<file path="src/dbu_cfg.svh">
// Constants of the debug breakpoint unit: selectors, bit positions, resets.
// Assumes inclusion by bare name from every file that needs them.
//
// Overview of operation
// RULE1: Four debug registers, privileged load/store only.
// RULE2: Each condition active only while its bit is one.
// RULE3: Byte-lane bits select compared bytes of double-word.
// RULE4: Write references compared only with write enable.
// RULE5: Read compare needs read enable and master enable.
// RULE6: Trap enable makes enabled condition raise trap.
// RULE7: PC-match compares breakpoint register with PC.
// RULE8: Mode enables and global enable gate conditions.
// RULE9: Single-instruction bit stops pipeline overlap.
// RULE10: Prediction-off bit disables branch prediction.
// RULE11: Software keeps both test bits zero normally.
// RULE12: Detected condition sets its sticky status flag.
// RULE13: Read indicator loads one for read, zero write.
// RULE14: Read and write hit in one instruction: zero.
// RULE15: Only software clears the status flags.
// RULE16: Status may be undefined after pipelined FP trap.
// RULE17: Software keeps compare address double-word aligned.
// RULE18: Address compare watches operands, not instruction fetches.
// RULE19: Control bit layout: lanes, compares, test, enables.
// RULE20: Status layout: read, PC, external, address flags.
`ifndef DBU_CFG_SVH
`define DBU_CFG_SVH

// ********************************************************************
// Register selectors of the processor-register instructions
// ********************************************************************
`define DBU_SEL_CTL 2'h0
`define DBU_SEL_STS 2'h1
`define DBU_SEL_CAR 2'h2
`define DBU_SEL_BPC 2'h3

// ********************************************************************
// Control register bit positions
// ********************************************************************
`define DBU_CBE_HI  3
`define DBU_CBE_LO  0
`define DBU_CWR     5
`define DBU_CRD     6
`define DBU_CAE     7
`define DBU_SI      17
`define DBU_BCP     18
`define DBU_TR      19
`define DBU_PCE     20
`define DBU_UD      21
`define DBU_SD      22
`define DBU_DEN     23
`define DBU_CTL_MASK 32'h00FE00EF

// ********************************************************************
// Status register bit positions
// ********************************************************************
`define DBU_RD      31
`define DBU_PCH     30
`define DBU_EXT     29
`define DBU_ADR     28
`define DBU_STS_MASK 32'hF0000000

// ********************************************************************
// Address fields and reset values
// ********************************************************************
`define DBU_DW_HI   31
`define DBU_DW_LO   2
`define DBU_REG_RST 32'h00000000

`endif

</file>
<file path="src/dbu_pkg.sv">
// Types shared by the debug breakpoint unit modules.
// Assumes dbu_cfg.svh is available on the include path.
package dbu_pkg;

  // ******************************************************************
  // Operand reference presented by the execution pipeline
  // ******************************************************************
  typedef struct packed {
    logic [31:0] addr;
    logic [3:0]  lanes;
    logic        rd;
    logic        wr;
  } dbu_ref_type;

  // ******************************************************************
  // Register state of the top module
  // ******************************************************************
  typedef struct packed {
    logic [31:0] ctl;
    logic [31:0] sts;
    logic [31:0] compare_address;
    logic [31:0] breakpoint_pc_address;
    logic [31:0] rdata;
    logic        trap;
    logic        inst_rd;
    logic        inst_wr;
    logic        ext_prev;
  } dbu_state_type;

  // ******************************************************************
  // Synchroniser stages
  // ******************************************************************
  typedef struct packed {
    logic meta;
    logic sync;
  } dbu_sync_type;

endpackage

</file>
<file path="src/dbu_lane_cmp.sv">
// Double-word address compare with per-lane byte selection.
// Assumes the operand lanes mark the bytes touched by the reference.
`include "dbu_cfg.svh"
`timescale 1ns/10ps
module dbu_lane_cmp #(
  parameter int LANES = 4
) (
  // Compare inputs
  input  wire logic [31:0]      cmp_addr,
  input  wire logic [LANES-1:0] lane_en,
  input  wire dbu_pkg::dbu_ref_type op_ref,
  // Result
  output logic                  hit
);

  logic [LANES-1:0] lane_hit;
  logic             dw_equal;

  // Same aligned double-word, low address bits ignored
  assign dw_equal = (op_ref.addr[`DBU_DW_HI:`DBU_DW_LO] ==
                     cmp_addr[`DBU_DW_HI:`DBU_DW_LO]);

  // One lane term per byte of the double-word
  for (genvar i = 0; i < LANES; i++) begin : g_lane
    assign lane_hit[i] = lane_en[i] & op_ref.lanes[i]; // RULE3
  end

  assign hit = dw_equal & (|lane_hit);

endmodule

</file>
<file path="src/dbu_sync.sv">
// Two-flip-flop synchroniser for the external debug condition pin.
// Assumes the pin is asynchronous to CLOCK.
`timescale 1ns/10ps
module dbu_sync (
  // Clock and reset
  input  wire logic clk,
  input  wire logic rst_b,
  // Pin and result
  input  wire logic pin,
  output logic      level
);

  dbu_pkg::dbu_sync_type s;
  dbu_pkg::dbu_sync_type next_s;

  // Shift the pin through two stages
  always_comb begin
    next_s.meta = pin;
    next_s.sync = s.meta;
  end

  // Stage registers
  always_ff @(posedge clk or negedge rst_b) begin
    if (!rst_b) begin
      s <= '0;
    end else begin
      s <= next_s;
    end
  end

  assign level = s.sync;

endmodule

</file>
<file path="src/dbu_top.sv">
// Debug breakpoint unit: four debug registers and condition detection.
// Assumes processor-register instruction strobes, PC and operand
// references all come from logic on CLOCK; the external condition is
// an asynchronous pin.
`include "dbu_cfg.svh"
`timescale 1ns/10ps
module dbu_top (
  // Clock and reset
  input  wire logic        CLOCK,
  input  wire logic        RST_B,
  // Processor-register load and store
  input  wire logic [1:0]  REG_SEL,
  input  wire logic        REG_WR,
  input  wire logic        REG_RD,
  input  wire logic        REG_PRIV,
  input  wire logic [31:0] REG_WDATA,
  output logic      [31:0] REG_RDATA,
  // Execution pipeline view
  input  wire logic        USER_MODE,
  input  wire logic        PC_VALID,
  input  wire logic [31:0] PC_ADDR,
  input  wire dbu_pkg::dbu_ref_type OP_REF,
  input  wire logic        INSTR_END,
  // External condition pin
  input  wire logic        EXT_COND,
  // Trap and test controls
  output logic             DEBUG_TRAP,
  output logic             SINGLE_INSTR,
  output logic             BRANCH_PREDICT_OFF
);

  // ******************************************************************
  // Declarations
  // ******************************************************************
  dbu_pkg::dbu_state_type s;
  dbu_pkg::dbu_state_type next_s;
  logic ext_level;
  logic lane_match;
  logic mode_ok;
  logic pc_hit;
  logic addr_hit;
  logic ext_hit;
  logic any_hit;
  logic ref_rd;
  logic ref_wr;
  logic rd_any;
  logic wr_any;
  logic wr_ok;
  logic rd_ok;

  // ******************************************************************
  // Helpers
  // ******************************************************************

  // External pin into the clock domain
  dbu_sync u_sync (
    .clk   (CLOCK),
    .rst_b (RST_B),
    .pin   (EXT_COND),
    .level (ext_level)
  );

  // Operand address against the compare address register
  dbu_lane_cmp #(
    .LANES (4)
  ) u_cmp (
    .cmp_addr (s.compare_address),
    .lane_en  (s.ctl[`DBU_CBE_HI:`DBU_CBE_LO]),
    .op_ref   (OP_REF),
    .hit      (lane_match)
  );

  // ******************************************************************
  // Condition detection
  // ******************************************************************

  // Privileged accesses only
  assign wr_ok = REG_WR & REG_PRIV; // RULE1
  assign rd_ok = REG_RD & REG_PRIV; // RULE1

  // Global and privilege-mode gating
  assign mode_ok = s.ctl[`DBU_DEN] &
                   (USER_MODE ? s.ctl[`DBU_UD] : s.ctl[`DBU_SD]); // RULE8

  // Breakpoint PC equality
  assign pc_hit = mode_ok & s.ctl[`DBU_PCE] & PC_VALID &
                  (PC_ADDR == s.breakpoint_pc_address); // RULE7

  // Operand references filtered by direction
  assign ref_rd = OP_REF.rd & s.ctl[`DBU_CRD]; // RULE5
  assign ref_wr = OP_REF.wr & s.ctl[`DBU_CWR]; // RULE4

  // Operand address compare, fetches never reach this port
  assign addr_hit = mode_ok & s.ctl[`DBU_CAE] & lane_match &
                    (ref_rd | ref_wr); // RULE18

  // Rising edge of the synchronised external condition
  assign ext_hit = mode_ok & ext_level & ~s.ext_prev; // RULE2

  assign any_hit = pc_hit | addr_hit | ext_hit;

  // Read and write hits seen in this instruction so far
  assign rd_any = s.inst_rd | (addr_hit & ref_rd);
  assign wr_any = s.inst_wr | (addr_hit & ref_wr);

  // ******************************************************************
  // Next state
  // ******************************************************************

  // Register writes, sticky flags, trap and read data
  always_comb begin
    next_s = s;
    next_s.ext_prev = ext_level;
    next_s.trap = any_hit & s.ctl[`DBU_TR]; // RULE6
    next_s.rdata = `DBU_REG_RST;
    // Software writes of the debug registers
    if (wr_ok) begin
      unique case (REG_SEL)
        `DBU_SEL_CTL: begin
          next_s.ctl = REG_WDATA & `DBU_CTL_MASK; // RULE19
        end
        `DBU_SEL_STS: begin
          next_s.sts = REG_WDATA & `DBU_STS_MASK; // RULE15
        end
        `DBU_SEL_CAR: begin
          next_s.compare_address = REG_WDATA; // RULE17
        end
        `DBU_SEL_BPC: begin
          next_s.breakpoint_pc_address = REG_WDATA;
        end
      endcase
    end
    // Flags stay defined for every instruction kind
    // Hardware sets win over a clearing write
    if (pc_hit) begin
      next_s.sts[`DBU_PCH] = 1'b1; // RULE12
    end
    if (ext_hit) begin
      next_s.sts[`DBU_EXT] = 1'b1; // RULE12
    end
    if (addr_hit) begin
      next_s.sts[`DBU_ADR] = 1'b1; // RULE12 RULE16
      next_s.sts[`DBU_RD] = rd_any & ~wr_any; // RULE13 RULE14
    end
    // Per-instruction direction memory
    if (INSTR_END) begin
      next_s.inst_rd = 1'b0;
      next_s.inst_wr = 1'b0;
    end else begin
      next_s.inst_rd = rd_any;
      next_s.inst_wr = wr_any;
    end
    // Read data from the current register values
    if (rd_ok) begin
      unique case (REG_SEL)
        `DBU_SEL_CTL: begin
          next_s.rdata = s.ctl;
        end
        `DBU_SEL_STS: begin
          next_s.rdata = s.sts; // RULE20
        end
        `DBU_SEL_CAR: begin
          next_s.rdata = s.compare_address;
        end
        `DBU_SEL_BPC: begin
          next_s.rdata = s.breakpoint_pc_address;
        end
      endcase
    end
  end

  // State register
  always_ff @(posedge CLOCK or negedge RST_B) begin
    if (!RST_B) begin
      s <= '0;
    end else begin
      s <= next_s;
    end
  end

  // ******************************************************************
  // Outputs
  // ******************************************************************

  // All outputs straight from the state register
  assign REG_RDATA          = s.rdata;
  assign DEBUG_TRAP         = s.trap;
  assign SINGLE_INSTR       = s.ctl[`DBU_SI];  // RULE9
  assign BRANCH_PREDICT_OFF = s.ctl[`DBU_BCP]; // RULE10
endmodule

</file>
<file path="config.mk">
export PLATFORM = sky130hd
export DESIGN_NAME = dbu_top
export DESIGN_NICKNAME = d
export VERILOG_FILES = /design/src/dbu_pkg.sv /design/src/dbu_lane_cmp.sv /design/src/dbu_sync.sv /design/src/dbu_top.sv
export VERILOG_INCLUDE_DIRS = /design/src
export SDC_FILE = /design/constraint.sdc
export NUM_CORES = 1
export LEC_CHECK = 0
export BUFFER_PORTS_ARGS = -buffer_cell sky130_fd_sc_hd__buf_4
export CAP_MARGIN = 20
export CORE_MARGIN = 3
export CORE_UTILIZATION = 57
export CTS_CLUSTER_SIZE = 8
export DETAILED_ROUTE_END_ITERATION = 12
export PLACE_DENSITY_LB_ADDON = 0.1
export SLEW_MARGIN = 10
export SYNTH_ARGS = -nofsm -noshare
export SYNTH_HDL_FRONTEND = slang
export SYNTH_SLANG_ARGS = --single-unit
</file>
<file path="constraint.sdc">
create_clock -name CLOCK -period 4.58 [get_ports CLOCK]
set_input_delay 0 -clock CLOCK [delete_from_list [all_inputs] [get_ports CLOCK]]
set_output_delay 0 -clock CLOCK [all_outputs]
set_load 0.05 [all_outputs]
</file>
### Word level (Yosys, flattened, before mapping)

Cells that the tools add are included.
W data, S select, Z words.

* word-level logic and storage cells: 73
* bits in latches: 0
* input port bits: 113
* memories: 0
* register bits: 120
* RAM bits: 0
* ROM bits: 0

* reductions and logical operators: 14
* add/subtract/negate cells: 0
* div/mod/pow operators: 0
* equal/unequal tests: 5
* shifts and indexed selects: 0
* multipliers: 0
* bitwise operators: 29
* $lt $le $gt $ge: 0
* muxes and demuxes: 12

Operator list (count)
* $mux W32: 4
* $pmux W32 S4: 1
* $mux W96: 1
* $eq A32 B32 Y1: 1
* $eq A30 B30 Y1: 1
* $and A1 B1 Y1: 22
* $reduce_and A2 Y1: 6
* $reduce_bool A2 Y1: 6
* $mux W1: 5
* $or A1 B1 Y1: 5
* $eq A2 B2 Y1 const B: 2
* $reduce_or A4 Y1: 1
* $eq A2 B1 Y1 const B: 1
* $logic_not A2 Y1: 1
* $mux W2: 1
* $not A1 Y1: 2

### Depth between registers and ports, before layout

Gate-level depths: netlist (run 1).

* word-level depth: 10
* depth in mapped cells: 6
* gate-level depth less buffers: 5

### Cells and area by module

A second synthesis (run 1) with hierarchy kept.

* cell total of the unflattened synthesis: 466
* area total of the unflattened synthesis: 5714.2 um2

Modules (own cells, without submodules)
* dbu_top: instances 1, cells an instance 421, area each 5313.8 um2, seq. area each 2927.8 um2
* dbu_lane_cmp: instances 1, cells an instance 43, area each 350.3 um2, seq. area each 0.0 um2
* dbu_sync: instances 1, cells an instance 2, area each 50.0 um2, seq. area each 50.0 um2

### Worst setup path before layout (run 1)

No wires, ideal clock.

* kind: register -> register
* start point: register s[72] in the netlist's numbering
* end point: register s[131] in the netlist's numbering
* setup slack: 3.045 ns
* library setup time: 0.121 ns
* arrival: 1.414 ns
* buffers on the path: 0
* cell stages (with the launch flop): 6
* cell sequence: dfrtp_1 -> xnor2_1 -> o2111ai_1 -> nor4_4 -> o2111ai_1 -> a22o_1

* longest elaborated chain between the ends: 9
* elaborated cells on any way between the ends: 14
* those cells by class: eq/ne (1); mux (1); bitwise (9); reduce/logical (3)

Ends and longest elaborated chain
* start, declared: RTL line dbu_top.sv:35 `dbu_pkg::dbu_state_type s;`
* start signal, assigned: RTL line dbu_top.sv:177 `s <= next_s;`
* $eq A30 B30 Y1 *: RTL line dbu_lane_cmp.sv:20 `` assign dw_equal = (op_ref.addr[`DBU_DW_HI:`DBU_DW_LO] == ``
* $and A1 B1 Y1 *: RTL line dbu_lane_cmp.sv:28 `assign hit = dw_equal & (|lane_hit);`
* $and A1 B1 Y1 * (2 in a row): RTL line dbu_top.sv:94 `` assign addr_hit = mode_ok & s.ctl[`DBU_CAE] & lane_match & ``
* $and A1 B1 Y1: RTL line dbu_top.sv:104 `assign wr_any = s.inst_wr | (addr_hit & ref_wr);`
* $or A1 B1 Y1: RTL line dbu_top.sv:104
* $not A1 Y1: RTL line dbu_top.sv:143 `` next_s.sts[`DBU_RD] = rd_any & ~wr_any; ``
* $and A1 B1 Y1: RTL line dbu_top.sv:143
* $mux W1: RTL line dbu_top.sv:141 `if (addr_hit) begin`

Mark *: on every way between the ends. The rest lies on a longest branch, timed or not.
A chain may end at the register's enable or synchronous reset.

==> results of run 1 <==
==> layer usage <==
layer | vias up | routed length (microns) | track usage (%)
met1 | 2049 | 6070 | 37.1
li1 | 1894 | - | -
met2 | 158 | 7130 | 42.6
met3 | 20 | 990 | 7.10
met5 | - | 0 | 0
met4 | 0 | 198 | 6.11
==> cell usage after synthesis, types with 2 or more instances <==
cell and number:
a21oi_1 14, a22o_1 2, a22oi_1 4, buf_2 10
buf_4 33, clkbuf_1 4, dfrtp_1 119, inv_1 4
mux2_1 30, mux2_2 53, mux2i_1 31, nand2_1 10
nand3_1 6, nand4_1 13, nor2_1 47, nor3_1 4
nor4_4 2, o2111ai_1 2, xnor2_1 61
==> through the flow <==
step	cell area, sq um	setup slack [ns]	hold WS, ns	cells	total power [uW]
final	7700	1.75	0.0361	766	3370
after global routing	7700	1.56	0.0580	766	3530
after CTS	7670	1.75	0.0381	765	3380
after detailed placement	6670	2.27	0.111	692	2080
after global placement	6670	2.28	0.109	692	2060
after floorplan	5720	3.05	-0.296	463	1840
==> flip-flops by register name (all words and copies together), names as in the netlist <==
register and cells:
s 82, SINGLE_INSTR 1, BRANCH_PREDICT_OFF 1, u_sync.next_s 1, u_sync.level 1, DEBUG_TRAP 1
REG_RDATA 32
==> layout make-up <==
class | count | area [sq um]
well taps | 129 | 161
flip-flops and latches | 119 | 2980
repair buffers | 192 | 1570
clock buffers | 22 | 473
clock inverters | 8 | 97.6
inverters | 4 | 15.0
fillers | 578 | 1800
multi-input cells | 292 | 2410
==> kinds of logic (layout without fill, tap and decap cells) <==
family | after synthesis | after routing | synth area share, %
mux | 114 | 114 | 21.8
flops | 119 | 119 | 52.1
buf+inv | 52 | 226 | 5.80
compound gates | 26 | 26 | 2.87
xor+xnor | 61 | 61 | 9.35
simple gates | 91 | 91 | 8.10
==> worst max-delay path by stage <==
stage | to | slack [ns] | depth (start not counted)
2_1_floorplan | s[131] | 3.05 | 5
3_3_place_gp | s[81] | 2.28 | 4
3_5_place_dp | s[75] | 2.27 | 4
4_1_cts | DEBUG_TRAP | 1.75 | 8
5_1_grt | DEBUG_TRAP | 1.56 | 8
6_report | DEBUG_TRAP | 1.75 | 8
==> timing repair <==
item	4_1_cts	5_1_grt
hold buffers	43	0
hold endpoints to repair	160	0
setup endpoints to repair	0	0
buffers inserted	0	0
==> power breakdown <==
group | switching, uW | internal [uW] | total, uW
Sequential | 154 | 1230 | 1390
Combinational | 346 | 378 | 724
Clock | 443 | 821 | 1260
Total | 943 | 2430 | 3370
==> worst reg2reg max path, cell delays in order (launching register included) <==
cell and delay (ns):
dfrtp_1 0.40, xnor2_1 0.16, nand3_1 0.08, dlygate4sd3_1 0.57, nor3_1 0.15, dlygate4sd3_1 0.57, nand3_1 0.07, dlygate4sd3_1 0.59
a31oi_1 0.16
==> qor.csv, run 1 <==
stage;metric;value;unit
setup_path;critical path's largest stage delay;0.59;ns
hold_path;worst hold start;USER_MODE;
logic_synthesis;FF+latch count, synth;119;
cts;clk slew on worst S/H paths;0.05;ns
setup_path;crit path DAT;3.25;ns
placement;IO Port Bufs;145;
cts;CTS tree;yes;
hold_path;min-delay worst type;in -> reg;
outcome;status;complete, no violations;
logic_synthesis;share of the synthesized area in the top cell type;52.1;%
sta;Final Hold Viols;0;
cells_and_area;Core Util, Final;81.0;%
setup_path;cell repeated most along the worst path;dlygate4sd3_1;
sta;Least-Margin Pin Slew;0.980;ns
die;Die Ht;106;microns
power;Pwr Density;438;mW/mm^2
logic_synthesis;ranking of synthesized cells by area;dfrtp_1 (52%), mux2_2 (10%), xnor2_1 (9.3%);
sta;final setup fails;0;
setup_path;CP startpoint;s[59];
logic_synthesis;Synth area leader;dfrtp_1;
hold_path;Hold Path Depth;4;
logic_synthesis;Post-Synthesis Cell Area;0.00572;sq mm
setup_path;R2R depth;8;
die;io pins;148;
hold_path;hold worst-path end;s[129];
detailed_routing;DRC;0;
die;Die Area;0.0113;sq mm
power;Peak VDD IR;0.370;mV
die;FP Rows;35;
setup_path;setup slack, reg-to-reg;1.75;ns
cts;H-Tree Depth;4;
setup_path;Max FO, Critical Path;3;
die;Initial Util;60.1;%
sta;RSZ-0062 raised after global routing;false;
sta;minimum clock period;2.83;ns
detailed_routing;Vias;4121;
setup_path;Critical Path Sink Type;register;
die;Die W;106;microns
cts;Max clock buf depth;2;
die;core area;0.00950;sq mm
cells_and_area;commonest non-fill, non-tap cells in the layout;buf_4 (148), dfrtp_1 (119), xnor2_1 (61);
global_routing;vias in the first global route;4374;
cts;Clock Latency Late Sink;0.51;ns
placement;post-DP HPWL;9690;microns
setup_path;Bufs and invs on worst path;3;
setup_path;critical path's top delay family;buffers and inverters;
sta;skew final;0.0132;ns
logic_synthesis;mean post-synth cell area;12.3;sq um
setup_path;critical path, cell by cell;xnor2_1 -> nand3_1 -> dlygate4sd3_1 -> nor3_1 -> dlygate4sd3_1 -> nand3_1 -> dlygate4sd3_1 -> a31oi_1;
cts;CTS resizes;0;
detailed_routing;Detailed Routing Iterations Pass 1;5;
cells_and_area;# nets final;739;
setup_path;Reg-to-Reg End;DEBUG_TRAP;
detailed_routing;DRT antenna net count;0;
global_routing;total track usage;26.8;%
sta;Final period util;61.8;%
sta;final number of max-transition violations;0;
logic_synthesis;Gate Count Post-Synth;463;
logic_synthesis;syn_nets;576;
detailed_routing;initial DRC count;218;
placement;RePlAce Congestion;0.773;
global_routing;largest net degree at the start of global routing;77;
cells_and_area;most common cell after layout, fill and taps aside;buf_4;
setup_path;crit path kind;reg -> reg;
run;Max Cap Violations;0;
logic_synthesis;Synthesis Warnings;0;
sta;Fmax;353;MHz
cts;CTS Buf Count;17;
setup_path;CP Data Required Time;5.00;ns
global_routing;first-pass GRT wire length;22900;microns
detailed_routing;WL final;14400;microns
logic_synthesis;Post-synth EDFFs;0;
cts;Clock Sinks;119;
logic_synthesis;library cells used by synthesis;33;
sta;Fin Setup TNS;0;ns
cts;clock root buffer;clkbuf_8;
cells_and_area;ant diodes;0;
power;LEAKAGE;0.00356;uW
logic_synthesis;sequential-to-total area share from yosys stat;52.1;%
sta;slew margin rel.;34.7;%
global_routing;global route overflow;0;
cells_and_area;area delta synth->final;34.7;%
setup_path;reg2reg start;s[59];
logic_synthesis;asr flop ratio synth;100;%
cells_and_area;share of cells above drive strength 1;37.2;%
global_routing;initial antenna violation count;0;
setup_path;Crit-path slowest cell;dlygate4sd3_1;
detailed_routing;Avg WL per Cell;18.8;microns
setup_path;startpoint types;register;
detailed_routing;Via-to-Cell Ratio;5.38;
logic_synthesis;Post-synth top flop;dfrtp_1;
(Power assumes the default switching activity.)
==> run 2: changes to the inputs <==
--- a/config.mk
+++ b/config.mk
@@ -9,7 +9,7 @@
 export BUFFER_PORTS_ARGS = -buffer_cell sky130_fd_sc_hd__buf_4
 export CAP_MARGIN = 20
 export CORE_MARGIN = 3
-export CORE_UTILIZATION = 57
+export CORE_UTILIZATION = 48
 export CTS_CLUSTER_SIZE = 8
 export DETAILED_ROUTE_END_ITERATION = 12
 export PLACE_DENSITY_LB_ADDON = 0.1
==> constraint.sdc (replaced) <==
create_clock -name CLOCK -period 2.4 [get_ports CLOCK]
set_input_delay 0 -clock CLOCK [delete_from_list [all_inputs] [get_ports CLOCK]]
set_output_delay 0 -clock CLOCK [all_outputs]
set_load 0.05 [all_outputs]
==> run 2 against run 1 <==
Effect of this change: via count shrank 4.0%; critical path depth fell by 3; power grew 94%; setup slack worse by 1.2 ns; wire length is 2.3% higher; clock-buffer cell count decreased by 2; cell area hardly changed; clock skew fell by 0.0042 ns; critical endpoint is now s[131].
==> qor.csv, run 2 (synthesized netlist as in run 1, its figures left out) <==
stage;metric;value;unit;change
cts;CTS resizes;0;;unchanged
detailed_routing;DRT antenna net count;0;;unchanged
setup_path;critical path, cell by cell;xnor2_1 -> o2111ai_1 -> nor4_4 -> o2111ai_1 -> a22o_1;;
sta;Fin Setup TNS;0;ns;unchanged
cells_and_area;share of cells above drive strength 1;38.0;%;+0.81 points
setup_path;setup slack, reg-to-reg;0.55;ns;-1.20 ns
setup_path;startpoint types;register;;
sta;Least-Margin Pin Slew;0.808;ns;-0.172 ns
placement;placed cells;710;;+2.6%
cells_and_area;max reg flops;82;;unchanged
global_routing;global route overflow;0;;unchanged
cts;Clock Sinks;119;;unchanged
cells_and_area;area delta synth->final;34.6;%;about the same
cells_and_area;most common cell after layout, fill and taps aside;buf_4;;
die;Die Ht;115;microns;+8.5%
detailed_routing;Via-to-Cell Ratio;5.09;;-5.3%
cells_and_area;commonest non-fill, non-tap cells in the layout;buf_4 (150), dfrtp_1 (119), xnor2_1 (61);;
setup_path;reg2reg start;s[73];;
cts;H-Tree Depth;4;;unchanged
die;Die Area;0.0133;sq mm;+18%
cts;clock root buffer;clkbuf_16;;
setup_path;critical path's top delay family;compound AO/OA/AOI/OAI gates;;
hold_path;Hold Path Depth;5;;+1
global_routing;total track usage;22.9;%;-3.9 points
cts;CTS Buf Count;17;;unchanged
cells_and_area;ant diodes;0;;unchanged
power;LEAKAGE;0.00354;uW;-0.36%
setup_path;Max FO, Critical Path;3;;unchanged
sta;Fmax;540;MHz;+53%
sta;final number of max-transition violations;0;;unchanged
die;Die W;115;microns;+8.5%
detailed_routing;Vias;3958;;-4.0%
cts;Hold-fix buffers, CTS;35;;-19%
die;Initial Util;49.6;%;-11 points
die;FP Rows;39;;+11%
detailed_routing;WL final;14700;microns;+2.3%
setup_path;Reg-to-Reg End;s[131];;
cts;Max clock buf depth;2;;unchanged
global_routing;vias in the first global route;4167;;-4.7%
run;Max Cap Violations;0;;unchanged
sta;RSZ-0062 raised after global routing;false;;
sta;minimum clock period;1.85;ns;-0.978 ns
cts;Clock Latency Late Sink;0.41;ns;-0.10 ns
setup_path;cell repeated most along the worst path;o2111ai_1;;
die;io pins;148;;unchanged
detailed_routing;Detailed Routing Iterations Pass 1;4;;-1
cells_and_area;Finished Layout Cells;777;;+1.4%
die;core area;0.0115;sq mm;+21%
setup_path;Critical Path Sink Type;register;;
setup_path;R2R depth;5;;-3
global_routing;initial antenna violation count;0;;unchanged
setup_path;Crit-path slowest cell;dfrtp_1;;
power;Peak VDD IR;0.434;mV;+17%
sta;Final Hold Viols;0;;unchanged
detailed_routing;Avg WL per Cell;18.9;microns;+0.80%
cts;CTS tree;yes;;
hold_path;worst hold start;PC_VALID;;
cells_and_area;# nets final;734;;-0.68%
setup_path;critical path's largest stage delay;0.40;ns;-0.19 ns
placement;IO Port Bufs;145;;unchanged
cts;clk slew on worst S/H paths;0.06;ns;about the same
global_routing;first-pass GRT wire length;22400;microns;-2.3%
setup_path;CP Data Required Time;2.69;ns;-2.31 ns
global_routing;largest net degree at the start of global routing;87;;+13%
placement;post-DP HPWL;10400;microns;+7.4%
outcome;status;complete, no violations;;
placement;RePlAce Congestion;0.824;;+6.5%
cts;Post-CTS Setup Bufs;0;;unchanged
detailed_routing;DRC;0;;unchanged
sta;skew final;0.00905;ns;-0.00416 ns
power;Pwr Density;852;mW/mm^2;+94%
sta;final setup fails;0;;unchanged
power;Tot Pwr;6550;uW;+94%
setup_path;crit path kind;reg -> reg;;
sta;slew margin rel.;46.0;%;+11 points
hold_path;min-delay worst type;in -> reg;;
cells_and_area;Largest Register;s;;
hold_path;hold worst-path end;s[130];;
sta;Final period util;77.2;%;+15 points
detailed_routing;initial DRC count;166;;-24%
setup_path;crit path DAT;2.15;ns;-1.10 ns
setup_path;Bufs and invs on worst path;0;;-3
==> run 2: cell count changes in the layout (fill, tap and decap cells not counted), sizes merged <==
cell	before	now
dlygate4sd3	43	35
buf	149	152
clkbuf	22	20
clkinv	3	5
bufinv	2	3
clkinvlp	3	4
==> run 2: area by class of cell <==
cell class / instances / area [sq um]
clock buffers: 20 / 447
fillers: 864 / 3820
clock inverters: 12 / 153
flip-flops and latches: 119 / 2980
repair buffers: 187 / 1520
multi-input cells: 292 / 2410
well taps: 143 / 179
inverters: 4 / 15.0
==> run 2: worst max path at each step <==
stage	cells after the start	end	start	slack, ns
after CTS	5	s[131]	s[73]	0.52
final	5	s[131]	s[73]	0.55
after floorplan	5	s[131]	s[72]	0.87
after global routing	5	s[131]	s[73]	0.44
after global placement	5	s[131]	s[73]	0.57
after detailed placement	5	s[131]	s[73]	0.54
==> run 2: worst reg2reg max path, cell delays in order (launching register included) <==
cell and delay, ns:
dfrtp_1 0.40, xnor2_1 0.18, o2111ai_1 0.27, nor4_4 0.40, o2111ai_1 0.23, a22o_1 0.25
==> run 2: metrics by stage <==
stage                     utilization [%]  cell area [sq um]  setup slack, ns  hold slack (ns)
final                                66.8               7690            0.548           0.0296
after global routing                 66.8               7690            0.436           0.0715
after CTS                            66.8               7690            0.521           0.0230
after detailed placement             58.6               6740            0.538          -0.0135
after global placement               58.6               6740            0.570          -0.0221
after floorplan                         -               5720            0.865           -0.296
==> run 2: power breakdown <==
group / total, uW / switching (uW) / internal (uW)
Combinational: 1350 / 640 / 712
Clock: 2560 / 901 / 1650
Sequential: 2650 / 295 / 2350
==> run 2: routing by layer <==
layer	vias to the layer above	track usage, %	wire [microns]
li1	1878	-	-
met1	1954	30.6	6310
met2	109	37.2	7370
met3	17	5.95	849
met4	0	6.42	179
met5	-	0	0
==> run 3: changes to the inputs <==
==> constraint.sdc (replaced) <==
create_clock -name CLOCK -period 1.7 [get_ports CLOCK]
set_input_delay 0 -clock CLOCK [delete_from_list [all_inputs] [get_ports CLOCK]]
set_output_delay 0 -clock CLOCK [all_outputs]
set_load 0.05 [all_outputs]
==> run 3 against run 2 <==
Effect of this change: largest power group unchanged; sequential power is 42% higher; setup slack worse by 0.53 ns; utilization is 1.8 points higher; cell area is 2.7% higher; via count is 3.4% higher; first-iteration DRC count is 23% higher; register-to-register slack worse by 0.53 ns; power is 44% higher; non-clock buffer count is 11 higher; global-route usage is 1.7 points higher; critical path depth stayed put; clock power is 42% higher.
==> qor.csv, run 3 (synthesized netlist as in run 1, its figures left out) <==
stage;metric;value;unit;change
detailed_routing;DRT antenna net count;0;;unchanged
cells_and_area;register area;0.00298;sq mm;unchanged
power;LEAKAGE;0.00368;uW;+3.9%
setup_path;CP Data Required Time;2.00;ns;-0.69 ns
cts;clk slew on worst S/H paths;0.05;ns;about the same
cells_and_area;most common cell after layout, fill and taps aside;buf_4;;
detailed_routing;Detailed Routing Iterations Pass 1;4;;unchanged
sta;Final Hold Viols;0;;unchanged
power;Pwr Density;1190;mW/mm^2;+40%
detailed_routing;DRC;0;;unchanged
sta;minimum clock period;1.68;ns;-0.174 ns
detailed_routing;Via-to-Cell Ratio;5.20;;+2.0%
power;Reg power frac;39.8;%;-0.6 points
cts;H-Tree Depth;4;;unchanged
cells_and_area;max reg flops;82;;unchanged
detailed_routing;Met1 Wirelength;6620;microns;+4.8%
hold_path;min-delay worst type;in -> reg;;
cts;clock root buffer;clkbuf_16;;
detailed_routing;top sig layer;met4;;
sta;Fmax;596;MHz;+10%
cts;CTS tree;yes;;
outcome;status;complete, no violations;;
detailed_routing;wire length on met3;788;microns;-7.2%
setup_path;Critical Path Sink Type;register;;
setup_path;startpoint types;register;;
die;FP Rows;39;;unchanged
sta;slew margin rel.;70.0;%;+24 points
cells_and_area;commonest non-fill, non-tap cells in the layout;buf_4 (158), dfrtp_1 (119), mux2_2 (53);;
sta;final number of max-transition violations;0;;unchanged
placement;post-DP HPWL;10900;microns;+4.8%
sta;skew final;0.00521;ns;-0.00384 ns
die;Die Ht;115;microns;unchanged
detailed_routing;Vias;4091;;+3.4%
cells_and_area;share of cells above drive strength 1;41.1;%;+3.1 points
run;Max Cap Violations;0;;unchanged
global_routing;first-pass GRT wire length;24000;microns;+6.9%
sta;RSZ-0062 raised after global routing;true;;
power;sw power;2600;uW;+42%
detailed_routing;Avg WL per Cell;19.5;microns;+3.1%
setup_path;crit path kind;reg -> reg;;
power;Clk pwr share;38.6;%;-0.4 points
detailed_routing;WL final;15400;microns;+4.4%
cells_and_area;ant diodes;0;;unchanged
placement;RePlAce Congestion;0.863;;+4.8%
global_routing;global route overflow;0;;unchanged
global_routing;largest net degree at the start of global routing;46;;-47%
cells_and_area;area of the multi-input gates;0.00250;sq mm;+3.8%
cells_and_area;Largest Register;s;;
global_routing;initial antenna violation count;0;;unchanged
power;Peak VDD IR;0.668;mV;+54%
power;Comb pwr share;21.6;%;+1.0 points
die;Die Area;0.0133;sq mm;unchanged
cts;CTS Buf Count;17;;unchanged
sta;Final WS setup;0.0226;ns;-0.526 ns
power;Sw Ratio;27.6;%;-0.46 points
cells_and_area;fill count;885;;+2.4%
detailed_routing;initial DRC count;204;;+23%
sta;Final period util;98.7;%;+22 points
placement;IO Port Bufs;145;;unchanged
cts;Max clock buf depth;2;;unchanged
setup_path;Max FO, Critical Path;3;;unchanged
sta;Fin Setup TNS;0;ns;unchanged
setup_path;crit path DAT;1.98;ns;-0.17 ns
cells_and_area;# nets final;745;;+1.5%
die;Initial Util;49.6;%;unchanged
die;Die W;115;microns;unchanged
power;Pint;6830;uW;+45%
global_routing;total track usage;24.6;%;+1.7 points
detailed_routing;met2 wire len;7660;microns;+3.9%
sta;Least-Margin Pin Slew;0.450;ns;-0.357 ns
sta;final setup fails;0;;unchanged
die;io pins;148;;unchanged
die;core area;0.0115;sq mm;unchanged
cts;Clock Sinks;119;;unchanged
cts;Clock Latency Late Sink;0.42;ns;about the same
cells_and_area;area delta synth->final;38.2;%;
global_routing;vias in the first global route;4484;;+7.6%
placement;pre-CTS setup slack;-0.0325;ns;-0.571 ns
[run 3: cell types whose count changed in the layout (fill, tap and decap cells not counted), moves of 3 or more]
cell        before  now
buf_4          150  158
clkbuf_8         1    4
clkinv_2         3    7
clkinvlp_4       4    0
xnor2_1         61   52
xnor2_2          0    9
[run 3: cell type report]
type / instances / share of cell area (%)
Timing Repair Buffer: 198 / 20.6
Multi-Input combinational cell: 292 / 31.6
Sequential cell: 119 / 37.7
Clock inverter: 10 / 1.58
Inverter: 4 / 0.190
Tap cell: 143 / 2.26
Clock buffer: 21 / 6.08
[run 3: final timing paths]
| check | start | to | slack (ns) | depth (start not counted) |
|---|---|---|---|---|
| max in group asynchronous | RST_B | REG_RDATA[24] | 1.02 | 3 |
| setup reg to reg | s[75] | s[131] | 0.02 | 5 |
| hold / removal | PC_ADDR[30] | s[130] | 0.02 | 6 |
| min in group asynchronous | RST_B | REG_RDATA[26] | 0.07 | 2 |
| setup / recovery | s[75] | s[131] | 0.02 | 5 |
| hold reg to reg | u_sync.level | s[0] | 0.38 | 0 |
[run 3: routing by layer]
layer	vias to the layer above	track usage, %
met5	-	0
met4	0	9.86
met3	19	5.84
met2	124	39.9
met1	2039	32.0
li1	1909	-
[run 3: per-stage QoR]
stage          instances  total power [uW]  hold WS [ns]  utilization [%]  instance area (sq um)
2_1_floorplan        463              4950        -0.296                -                   5720
3_3_place_gp         720              5650       -0.0272             59.4                   6840
3_5_place_dp         720              5700       -0.0244             59.4                   6840
4_1_cts              787              9490       0.00192             68.3                   7870
5_1_grt              787              9870        0.0754             68.6                   7900
6_report             787              9430        0.0208             68.6                   7900
[run 3: critical path, stage by stage, from the launching register on]
cell and delay, ns:
dfrtp_1 0.42, xnor2_2 0.19, nand4_1 0.19, nor4_4 0.36, o2111ai_2 0.18, a22o_1 0.23
[run 3: power by group through the flow]
| stage | clock network, uW | registers, uW | logic, uW |
|---|---|---|---|
| floorplan | 0 | 3700 | 1250 |
| global placement | 0 | 3750 | 1910 |
| detailed placement | 0 | 3770 | 1930 |
| CTS | 3700 | 3740 | 2040 |
| global route | 3840 | 3810 | 2220 |
| finish | 3640 | 3750 | 2040 |
[run 3: timing repair]
action / CTS / global route
hold endpoints to repair: 203 / 0
buffers inserted: 0 / 0
endpoints found under the setup margin: 1 / 3
resized for setup: 8 / 5
hold buffers: 36 / 0
pin swaps: 7 / 3
